### config.mk
export PLATFORM = sky130hd
export DESIGN_NAME = icc_input_check
export DESIGN_NICKNAME = d
export VERILOG_FILES = /design/src/icc_parity_check.v /design/src/icc_input_check.v
export VERILOG_INCLUDE_DIRS = /design/src
export SDC_FILE = /design/constraint.sdc
export NUM_CORES = 1
export LEC_CHECK = 0
export ABC_CLOCK_PERIOD_IN_PS = 9300
export BUFFER_PORTS_ARGS = -buffer_cell sky130_fd_sc_hd__buf_2
export CAP_MARGIN = 20
export CELL_PAD_IN_SITES_DETAIL_PLACEMENT = 0
export CELL_PAD_IN_SITES_GLOBAL_PLACEMENT = 2
export CORE_MARGIN = 4
export CORE_UTILIZATION = 38
export DETAILED_ROUTE_END_ITERATION = 16
export GPL_ROUTABILITY_DRIVEN = 1
export MAX_ROUTING_LAYER = met4
export PLACE_DENSITY_LB_ADDON = 0.1
export RECOVER_POWER = 50
export SETUP_SLACK_MARGIN = 0.1
export SKIP_CTS_REPAIR_TIMING = 1
export SYNTH_ARGS = -nofsm -noshare
export SYNTH_HDL_FRONTEND = slang
export SYNTH_HIERARCHICAL = 1
export SYNTH_SLANG_ARGS = --single-unit
### constraint.sdc
create_clock -name i_clk_sys -period 9.3 [get_ports i_clk_sys]
set_input_delay 1.395 -clock i_clk_sys [delete_from_list [all_inputs] [get_ports i_clk_sys]]
set_output_delay 1.395 -clock i_clk_sys [all_outputs]
set_load 0.05 [all_outputs]
### src/icc_regs.vh
// offsets, field positions, reset value and counts of the input check control
`ifndef ICC_REGS_VH
`define ICC_REGS_VH

`define ICC_CTRL_ADDR 7'h01
`define ICC_CTRL_RESET 16'h050E

`define ICC_BIT_PATTERN_TEST 15
`define ICC_BIT_GOOD_CLEAR 12
`define ICC_BIT_PARITY_ODD 11
`define ICC_BIT_WORD_PARITY 10
`define ICC_BIT_STROBE_PARITY 9
`define ICC_BIT_RESERVED_EIGHT 8
`define ICC_BIT_IN_PHASE_INV 6
`define ICC_BIT_QUAD_INV 5
`define ICC_BIT_TWO_APART 3
`define ICC_BIT_ONE_APART 2
`define ICC_BIT_COLLISION 1

`define ICC_GOOD_RUN 7'h40
`define ICC_HDR_LAST 5'h07
`define ICC_FRAME_LAST 5'h17

`endif

### src/icc_parity_check.v
// parity checker for one input word against a selectable parity source
module icc_parity_check (
  input wire i_clk_sys, // system clock
  input wire i_reset, // async reset, active high
  input wire i_check_enable, // word parity checking on
  input wire i_odd_sense, // 0 even, 1 odd
  input wire i_use_strobe, // take parity bit from strobe
  input wire i_valid, // word present this cycle
  input wire [15:0] i_word, // input data word
  input wire i_parity_dedicated, // dedicated parity bit
  input wire i_parity_strobe, // sample-group strobe bit
  output reg o_parity_error // one-cycle error pulse
);

  wire parity_bit;
  wire ones_odd;

  assign parity_bit = i_use_strobe ? i_parity_strobe : i_parity_dedicated;
  assign ones_odd = ^{i_word, parity_bit};

  // even sense wants an even count of ones over word plus parity
  always @(posedge i_clk_sys or posedge i_reset) begin
    if (i_reset) begin
      o_parity_error <= 1'b0;
    end else begin
      o_parity_error <= i_valid & (i_check_enable | i_use_strobe) &
        (ones_odd != i_odd_sense);
    end
  end

endmodule

### src/icc_input_check.v
// input check control register with serial access and the logic it steers
// Contract
// - pattern test bit 15 runs checker and forces both analog outputs off.
// - bit 12 clears alarms automatically after 64 consecutive good samples.
// - bit 11 picks parity sense, 0 even, 1 odd.
// - bit 10, set at reset, checks each word against dedicated parity.
// - bit 9 takes the parity bit from the strobe input instead.
// - bit 6 complements the in-phase channel data.
// - bit 5 complements the quadrature channel data.
// - bit 3, reset 1, passes the pointers-two-apart fifo alarm.
// - bit 2, reset 1, passes the pointers-one-apart fifo alarm.
// - bit 1, reset 1, passes the pointer collision fifo alarm.
// - register sits at address 0x01 and resets to 0x050E.
`include "icc_regs.vh"

module icc_input_check (
  input wire i_clk_sys, // system clock, 250 MHz
  input wire i_reset, // async reset, active high
  input wire i_serial_enable_n, // serial frame enable pin, low active
  input wire i_serial_clk, // serial clock pin
  input wire i_serial_data_in, // serial data pin, input side
  output reg o_serial_data_out, // serial data pin, output side
  output reg o_serial_data_oe, // serial data pin, high while driving
  input wire i_tx_enable_pin, // transmit enable pin
  input wire i_serial_tx_enable, // transmit enable from serial config
  input wire i_sample_valid, // a checked sample this cycle
  input wire i_sample_error, // that sample had an error
  input wire i_word_valid, // input word present this cycle
  input wire [15:0] i_word, // input word for parity checking
  input wire i_dedicated_parity_input, // dedicated parity bit
  input wire i_strobe_parity, // sample-group strobe as parity
  input wire [15:0] i_in_phase_data, // in-phase channel data
  input wire [15:0] i_quadrature_data, // quadrature channel data
  input wire i_fifo_two_apart, // fifo pointers two apart
  input wire i_fifo_one_apart, // fifo pointers one apart
  input wire i_fifo_collision, // fifo pointer collision
  output wire [15:0] o_input_check_control, // register contents
  output reg o_pattern_check_run, // pattern checker running
  output reg o_analog_outputs_enable, // analog outputs allowed on
  output reg o_alarm_auto_clear, // one-cycle alarm clear pulse
  output wire o_parity_error, // one-cycle parity error pulse
  output reg [15:0] o_in_phase_output, // in-phase data after inversion
  output reg [15:0] o_quadrature_output, // quadrature data after inversion
  output reg o_alarm_two_apart, // gated two-apart alarm
  output reg o_alarm_one_apart, // gated one-apart alarm
  output reg o_alarm_collision // gated collision alarm
);

  reg [15:0] input_check_control_r;

  // pin synchronisers: first stage feeds only the second
  reg en_n_s1_r;
  reg en_n_s2_r;
  reg sclk_s1_r;
  reg sclk_s2_r;
  reg sclk_d_r;
  reg sdi_s1_r;
  reg sdi_s2_r;
  reg txen_s1_r;
  reg txen_s2_r;

  always @(posedge i_clk_sys or posedge i_reset) begin
    if (i_reset) begin
      en_n_s1_r <= 1'b1;
      en_n_s2_r <= 1'b1;
      sclk_s1_r <= 1'b0;
      sclk_s2_r <= 1'b0;
      sclk_d_r <= 1'b0;
      sdi_s1_r <= 1'b0;
      sdi_s2_r <= 1'b0;
      txen_s1_r <= 1'b0;
      txen_s2_r <= 1'b0;
    end else begin
      en_n_s1_r <= i_serial_enable_n;
      en_n_s2_r <= en_n_s1_r;
      sclk_s1_r <= i_serial_clk;
      sclk_s2_r <= sclk_s1_r;
      sclk_d_r <= sclk_s2_r;
      sdi_s1_r <= i_serial_data_in;
      sdi_s2_r <= sdi_s1_r;
      txen_s1_r <= i_tx_enable_pin;
      txen_s2_r <= txen_s1_r;
    end
  end

  wire sclk_rise;
  wire sclk_fall;
  wire in_frame;

  assign sclk_rise = sclk_s2_r & ~sclk_d_r;
  assign sclk_fall = ~sclk_s2_r & sclk_d_r;
  assign in_frame = ~en_n_s2_r;

  // serial frame: read flag, 7 address bits, 16 data bits, msb first
  reg [4:0] bit_cnt_r;
  reg [6:0] hdr_r;
  reg [14:0] wr_sh_r;
  reg [15:0] rd_sh_r;
  reg read_r;
  reg hit_r;
  reg past_hdr_r;
  wire [7:0] hdr_full;

  assign hdr_full = {hdr_r, sdi_s2_r};

  always @(posedge i_clk_sys or posedge i_reset) begin
    if (i_reset) begin
      bit_cnt_r <= 5'h00;
      hdr_r <= 7'h00;
      wr_sh_r <= 15'h0000;
      rd_sh_r <= 16'h0000;
      read_r <= 1'b0;
      hit_r <= 1'b0;
      past_hdr_r <= 1'b0;
      o_serial_data_out <= 1'b0;
      o_serial_data_oe <= 1'b0;
      input_check_control_r <= `ICC_CTRL_RESET;
    end else if (!in_frame) begin
      // frame end aborts any partial transfer and releases the pin
      bit_cnt_r <= 5'h00;
      past_hdr_r <= 1'b0;
      hit_r <= 1'b0;
      o_serial_data_oe <= 1'b0;
      // no read state of a cut frame survives into the next one
      read_r <= 1'b0;
      rd_sh_r <= 16'h0000;
      o_serial_data_out <= 1'b0;
    end else begin
      if (sclk_rise) begin
        if (bit_cnt_r != `ICC_FRAME_LAST) begin
          bit_cnt_r <= bit_cnt_r + 5'h01;
        end
        if (!past_hdr_r) begin
          hdr_r <= hdr_full[6:0];
          if (bit_cnt_r == `ICC_HDR_LAST) begin
            past_hdr_r <= 1'b1;
            read_r <= hdr_full[7];
            hit_r <= (hdr_full[6:0] == `ICC_CTRL_ADDR);
            rd_sh_r <= input_check_control_r;
          end
        end else begin
          wr_sh_r <= {wr_sh_r[13:0], sdi_s2_r};
          if (bit_cnt_r == `ICC_FRAME_LAST && !read_r && hit_r) begin
            // reserved bits are stored as written
            input_check_control_r <= {wr_sh_r, sdi_s2_r};
          end
          if (bit_cnt_r == `ICC_FRAME_LAST) begin
            hit_r <= 1'b0;
          end
        end
      end
      // read data changes on falling edges, valid for the next rise
      if (sclk_fall && past_hdr_r && read_r && hit_r) begin
        o_serial_data_out <= rd_sh_r[15];
        o_serial_data_oe <= 1'b1;
        rd_sh_r <= {rd_sh_r[14:0], 1'b0};
      end
      if (sclk_fall && !hit_r) begin
        o_serial_data_oe <= 1'b0;
      end
    end
  end

  assign o_input_check_control = input_check_control_r;

  wire test_on;
  wire good_clear_on;
  wire parity_odd_on;
  wire word_parity_on;
  wire strobe_parity_on;
  wire in_phase_inv_on;
  wire quad_inv_on;
  wire two_apart_on;
  wire one_apart_on;
  wire collision_on;

  assign test_on = input_check_control_r[`ICC_BIT_PATTERN_TEST];
  assign good_clear_on = input_check_control_r[`ICC_BIT_GOOD_CLEAR];
  assign parity_odd_on = input_check_control_r[`ICC_BIT_PARITY_ODD];
  assign word_parity_on = input_check_control_r[`ICC_BIT_WORD_PARITY];
  assign strobe_parity_on = input_check_control_r[`ICC_BIT_STROBE_PARITY];
  assign in_phase_inv_on = input_check_control_r[`ICC_BIT_IN_PHASE_INV];
  assign quad_inv_on = input_check_control_r[`ICC_BIT_QUAD_INV];
  assign two_apart_on = input_check_control_r[`ICC_BIT_TWO_APART];
  assign one_apart_on = input_check_control_r[`ICC_BIT_ONE_APART];
  assign collision_on = input_check_control_r[`ICC_BIT_COLLISION];

  // pattern test overrides both transmit enables
  always @(posedge i_clk_sys or posedge i_reset) begin
    if (i_reset) begin
      o_pattern_check_run <= 1'b0;
      o_analog_outputs_enable <= 1'b0;
    end else begin
      o_pattern_check_run <= test_on;
      o_analog_outputs_enable <= ~test_on & txen_s2_r &
        i_serial_tx_enable;
    end
  end

  // run counter of error-free samples; any error restarts it
  reg [6:0] good_cnt_r;
  reg [6:0] good_cnt_nxt;
  reg clear_nxt;

  always @* begin
    good_cnt_nxt = good_cnt_r;
    clear_nxt = 1'b0;
    if (!good_clear_on) begin
      good_cnt_nxt = 7'h00;
    end else if (i_sample_valid) begin
      if (i_sample_error) begin
        good_cnt_nxt = 7'h00;
      end else if (good_cnt_r == `ICC_GOOD_RUN - 7'h01) begin
        good_cnt_nxt = 7'h00;
        clear_nxt = 1'b1;
      end else begin
        good_cnt_nxt = good_cnt_r + 7'h01;
      end
    end
  end

  always @(posedge i_clk_sys or posedge i_reset) begin
    if (i_reset) begin
      good_cnt_r <= 7'h00;
      o_alarm_auto_clear <= 1'b0;
    end else begin
      good_cnt_r <= good_cnt_nxt;
      o_alarm_auto_clear <= clear_nxt;
    end
  end

  icc_parity_check u_parity (
    .i_clk_sys(i_clk_sys),
    .i_reset(i_reset),
    .i_check_enable(word_parity_on),
    .i_odd_sense(parity_odd_on),
    .i_use_strobe(strobe_parity_on),
    .i_valid(i_word_valid),
    .i_word(i_word),
    .i_parity_dedicated(i_dedicated_parity_input),
    .i_parity_strobe(i_strobe_parity),
    .o_parity_error(o_parity_error)
  );

  // one complement shared by both channels, each flipped by its own control bit
  function [15:0] icc_invert;
    input [15:0] data;
    input flip;
    begin
      icc_invert = flip ? ~data : data;
    end
  endfunction

  // one mask shared by the three fifo alarms
  function icc_gate;
    input raw;
    input enable;
    begin
      icc_gate = raw & enable;
    end
  endfunction

  // channel inversion equals swapping the differential legs
  always @(posedge i_clk_sys or posedge i_reset) begin
    if (i_reset) begin
      o_in_phase_output <= 16'h0000;
      o_quadrature_output <= 16'h0000;
    end else begin
      o_in_phase_output <= icc_invert(i_in_phase_data, in_phase_inv_on);
      o_quadrature_output <= icc_invert(i_quadrature_data, quad_inv_on);
    end
  end

  // fifo alarms pass only while their enables are set
  always @(posedge i_clk_sys or posedge i_reset) begin
    if (i_reset) begin
      o_alarm_two_apart <= 1'b0;
      o_alarm_one_apart <= 1'b0;
      o_alarm_collision <= 1'b0;
    end else begin
      o_alarm_two_apart <= icc_gate(i_fifo_two_apart, two_apart_on);
      o_alarm_one_apart <= icc_gate(i_fifo_one_apart, one_apart_on);
      o_alarm_collision <= icc_gate(i_fifo_collision, collision_on);
    end
  end

endmodule

==> flow_summary.ini <==
[layout]
syn2layout_area_growth_pct = 25.4
stdcell_area_sq_mm = 0.00625
diodes = 0
nets = 563
layout-drive-gt1-share_pct = 38.2

[worst_setup_path]
reg2reg_setup_slack_ns = 6.06
crit_chain = and4bb_1, and4b_1, mux2_2
r2r_cells = 3
timing.rr.start = en_n_s2_r$_DFF_PP1_
required_ns = 9.60
crit_slowest_cell = and4b_1
r2r-end = o_input_check_control[12]$_DFFE_PP0P_
path_buf_inv = 0
critPathCapture = o_input_check_control[12]$_DFFE_PP0P_
slowest_delay_ns = 1.02
critPathTopFamily = simple AND/OR/NAND/NOR gates
cp-end-kind = flip-flop
critPathLaunch = en_n_s2_r$_DFF_PP1_
cp-start-kind = flip-flop
path_max_fanout = 29
critical_path_depth = 3
crit_arrival_ns = 3.54
crit_type = reg -> reg

[cts]
clock_latency_ns = 0.42
cts-htree-levels = 4
clockBufferDepth = 2
clk_pin_slew_ns = 0.05
clock-sinks = 119
numCtsBuffers = 17
root_buffer = clkbuf_16
cts_tree = built

[global_route]
grt_max_degree = 65
grt_pass1_wl_mm = 17.5
grt-ovfl-total = 0
antenna_found_initial = 0
grt_use_total_pct = 15.8
grt_pass1_vias = 3419

[timing]
fin_crit_sh_pct = 34.9
worst_pin_slew_ns = 2.27
hold_violations = 0
fmax_mhz = 308
fin_ws_ns = 6.06
setup_tns_ns = 0
slew_headroom_pct = -52.4
setup_viol = 0
min_period_ns = 3.24
skew_ns = 0.00623
rsz0062_at_grt = no
final-max-slew-violation-count = 56

[placed_design]
port_buffers = 119
dpl_cell_area_sq_mm = 0.00568
dpl.hpwl_mm = 7.04
gp_congestion = 0.685
pre_cts_slack_ns = 6.25

[routing]
wl_met1_mm = 4.64
wl_met3_um = 818
wl_met2_mm = 5.14
drc = 0
routed.top_layer = met4
wire_per_inst_um = 15.8
via_count = 3418
dr.pass1.iters = 4
drt_iter0_drc = 192
drtAntennaViolNets = 0
routed_wl_mm = 10.8
drt-vias-per-instance = 5.00

[power]
irDropWorstVdd_mv = 0.105
leakage_nw = 2.99
p_per_area_mw_per_mm2 = 207
power_mw = 1.29

[synth]
yosysSeqAreaShare_pct = 59.9
ys_warn_count = 6
synth_area_leaders = dfrtp_1 56%, mux2_2 6.3%, xor2_1 6.3%
syn-num-nets = 447
synth_area_per_cell_sq_um = 13.1
synth_top_flop_cell = dfrtp_1
synth_top_area_share_pct = 56.2
synthCells = 382
synth_edf_count = 0
synth-seq-cells = 119
synthArstFlopShare_pct = 100
yosys.cell_types.count = 46
netlist_area_sq_mm = 0.00499
synth_top_cell_by_area = dfrtp_1

[floorplanning]
fp.dieH_um = 123
die_w_um = 123
io_pins = 120
fp-row-count = 41
core_area_sq_mm = 0.0127
die_area_sq_mm = 0.0150
start_util_pct = 39.2

[worst_hold_path]
hold_path_depth = 0
hp-class = reg -> reg

[run]
cap_violations = 1

[status]
violations = capacitance limit, slew limit
status = complete, but fails checks
[layer usage]
metal | vias to the layer above | global-route usage (%)
met5 | - | -
met4 | 0 | 6.72
met3 | 20 | 6.54
met2 | 107 | 22.5
met1 | 1686 | 19.8
li1 | 1605 | -
[cells by family after synthesis]
group | count (synthesis) | synth area share, %
xor+xnor | 50 | 9.06
buf+inv | 31 | 3.24
simple gates | 78 | 9.46
mux | 41 | 9.93
flops | 119 | 59.9
compound gates | 61 | 7.93
fa+ha+maj | 2 | 0.502
[metrics by stage]
step | util (%) | std cells | hold WS (ns)
final | 49.2 | 683 | 0.348
after global routing | 49.2 | 683 | 0.365
after CTS | 49.2 | 683 | 0.350
after detailed placement | 44.6 | 651 | 0.338
after global placement | 44.6 | 651 | 0.333
after floorplan | - | 382 | 0.331
[report_power, final]
part           internal (mW)  switching (mW)  total [mW]
Sequential             0.541          0.0138       0.555
Clock                  0.408           0.231       0.639
Combinational         0.0414          0.0593       0.101
Total                  0.990           0.304        1.29
[synthesized netlist by cell type (all sizes together), types with 5 or more instances]
library cell,count
o21ai,26
nor3,19
xor2,36
clkbuf,14
buf,10
mux2,38
nor2,5
dfrtp,112
dfstp,7
inv,6
or3,5
nand3,19
a311oi,15
xnor2,13
a21oi,10
[final cells by class]
cell class              count  area [sq um]
clock buffers              21           460
multi-input cells         232          1830
clock inverters            11           124
repair buffers            121           607
well taps                 172           215
fillers                  1210          6470
inverters                   7          27.5
flip-flops and latches    119          2990
[layout by cell type, fill, tap and decap left out, drive strengths merged, types with 2 or more instances in the layout]
cell type | synthesis | final
or3 | 5 | 5
buf | 10 | 118
dfstp | 7 | 7
bufinv | 0 | 2
mux2 | 38 | 38
a221oi | 2 | 2
dfrtp | 112 | 112
nand4b | 3 | 3
nand3b | 3 | 3
nor3 | 19 | 19
o21ai | 26 | 26
nor2 | 5 | 5
clkinvlp | 0 | 4
xor2 | 36 | 36
a311oi | 15 | 15
a21oi | 10 | 10
nor4b | 2 | 2
and2 | 3 | 3
inv | 6 | 6
nand2b | 4 | 4
clkinv | 1 | 6
ha | 2 | 2
and4b | 4 | 4
nand3 | 19 | 19
o21a | 2 | 2
clkbuf | 14 | 24
xnor2 | 13 | 13
mux2i | 3 | 3
nand2 | 4 | 4
[worst reg2reg max path: stages (launching register included)]
cell	delay, ns
dfstp_1	0.69
and4bb_1	0.99
and4b_1	1.02
mux2_2	0.42
[state kept, by name, indices dropped and copies added, names as in the netlist, 5 cells and up]
name                   flops
o_in_phase_output         16
o_input_check_control     16
o_quadrature_output       16
rd_sh_r                   16
wr_sh_r                   15
good_cnt_r                 7
hdr_r                      7
bit_cnt_r                  5
[worst min path at each step]
stage	from	to	slack, ns
after floorplan	sclk_s1_r$_DFF_PP0_	sclk_s2_r$_DFF_PP0_	0.33
after global placement	txen_s1_r$_DFF_PP0_	txen_s2_r$_DFF_PP0_	0.33
after detailed placement	sdi_s1_r$_DFF_PP0_	sdi_s2_r$_DFF_PP0_	0.34
after CTS	sdi_s1_r$_DFF_PP0_	sdi_s2_r$_DFF_PP0_	0.35
after global routing	txen_s1_r$_DFF_PP0_	txen_s2_r$_DFF_PP0_	0.37
final	sdi_s1_r$_DFF_PP0_	sdi_s2_r$_DFF_PP0_	0.35
(Power assumes the default switching activity.)
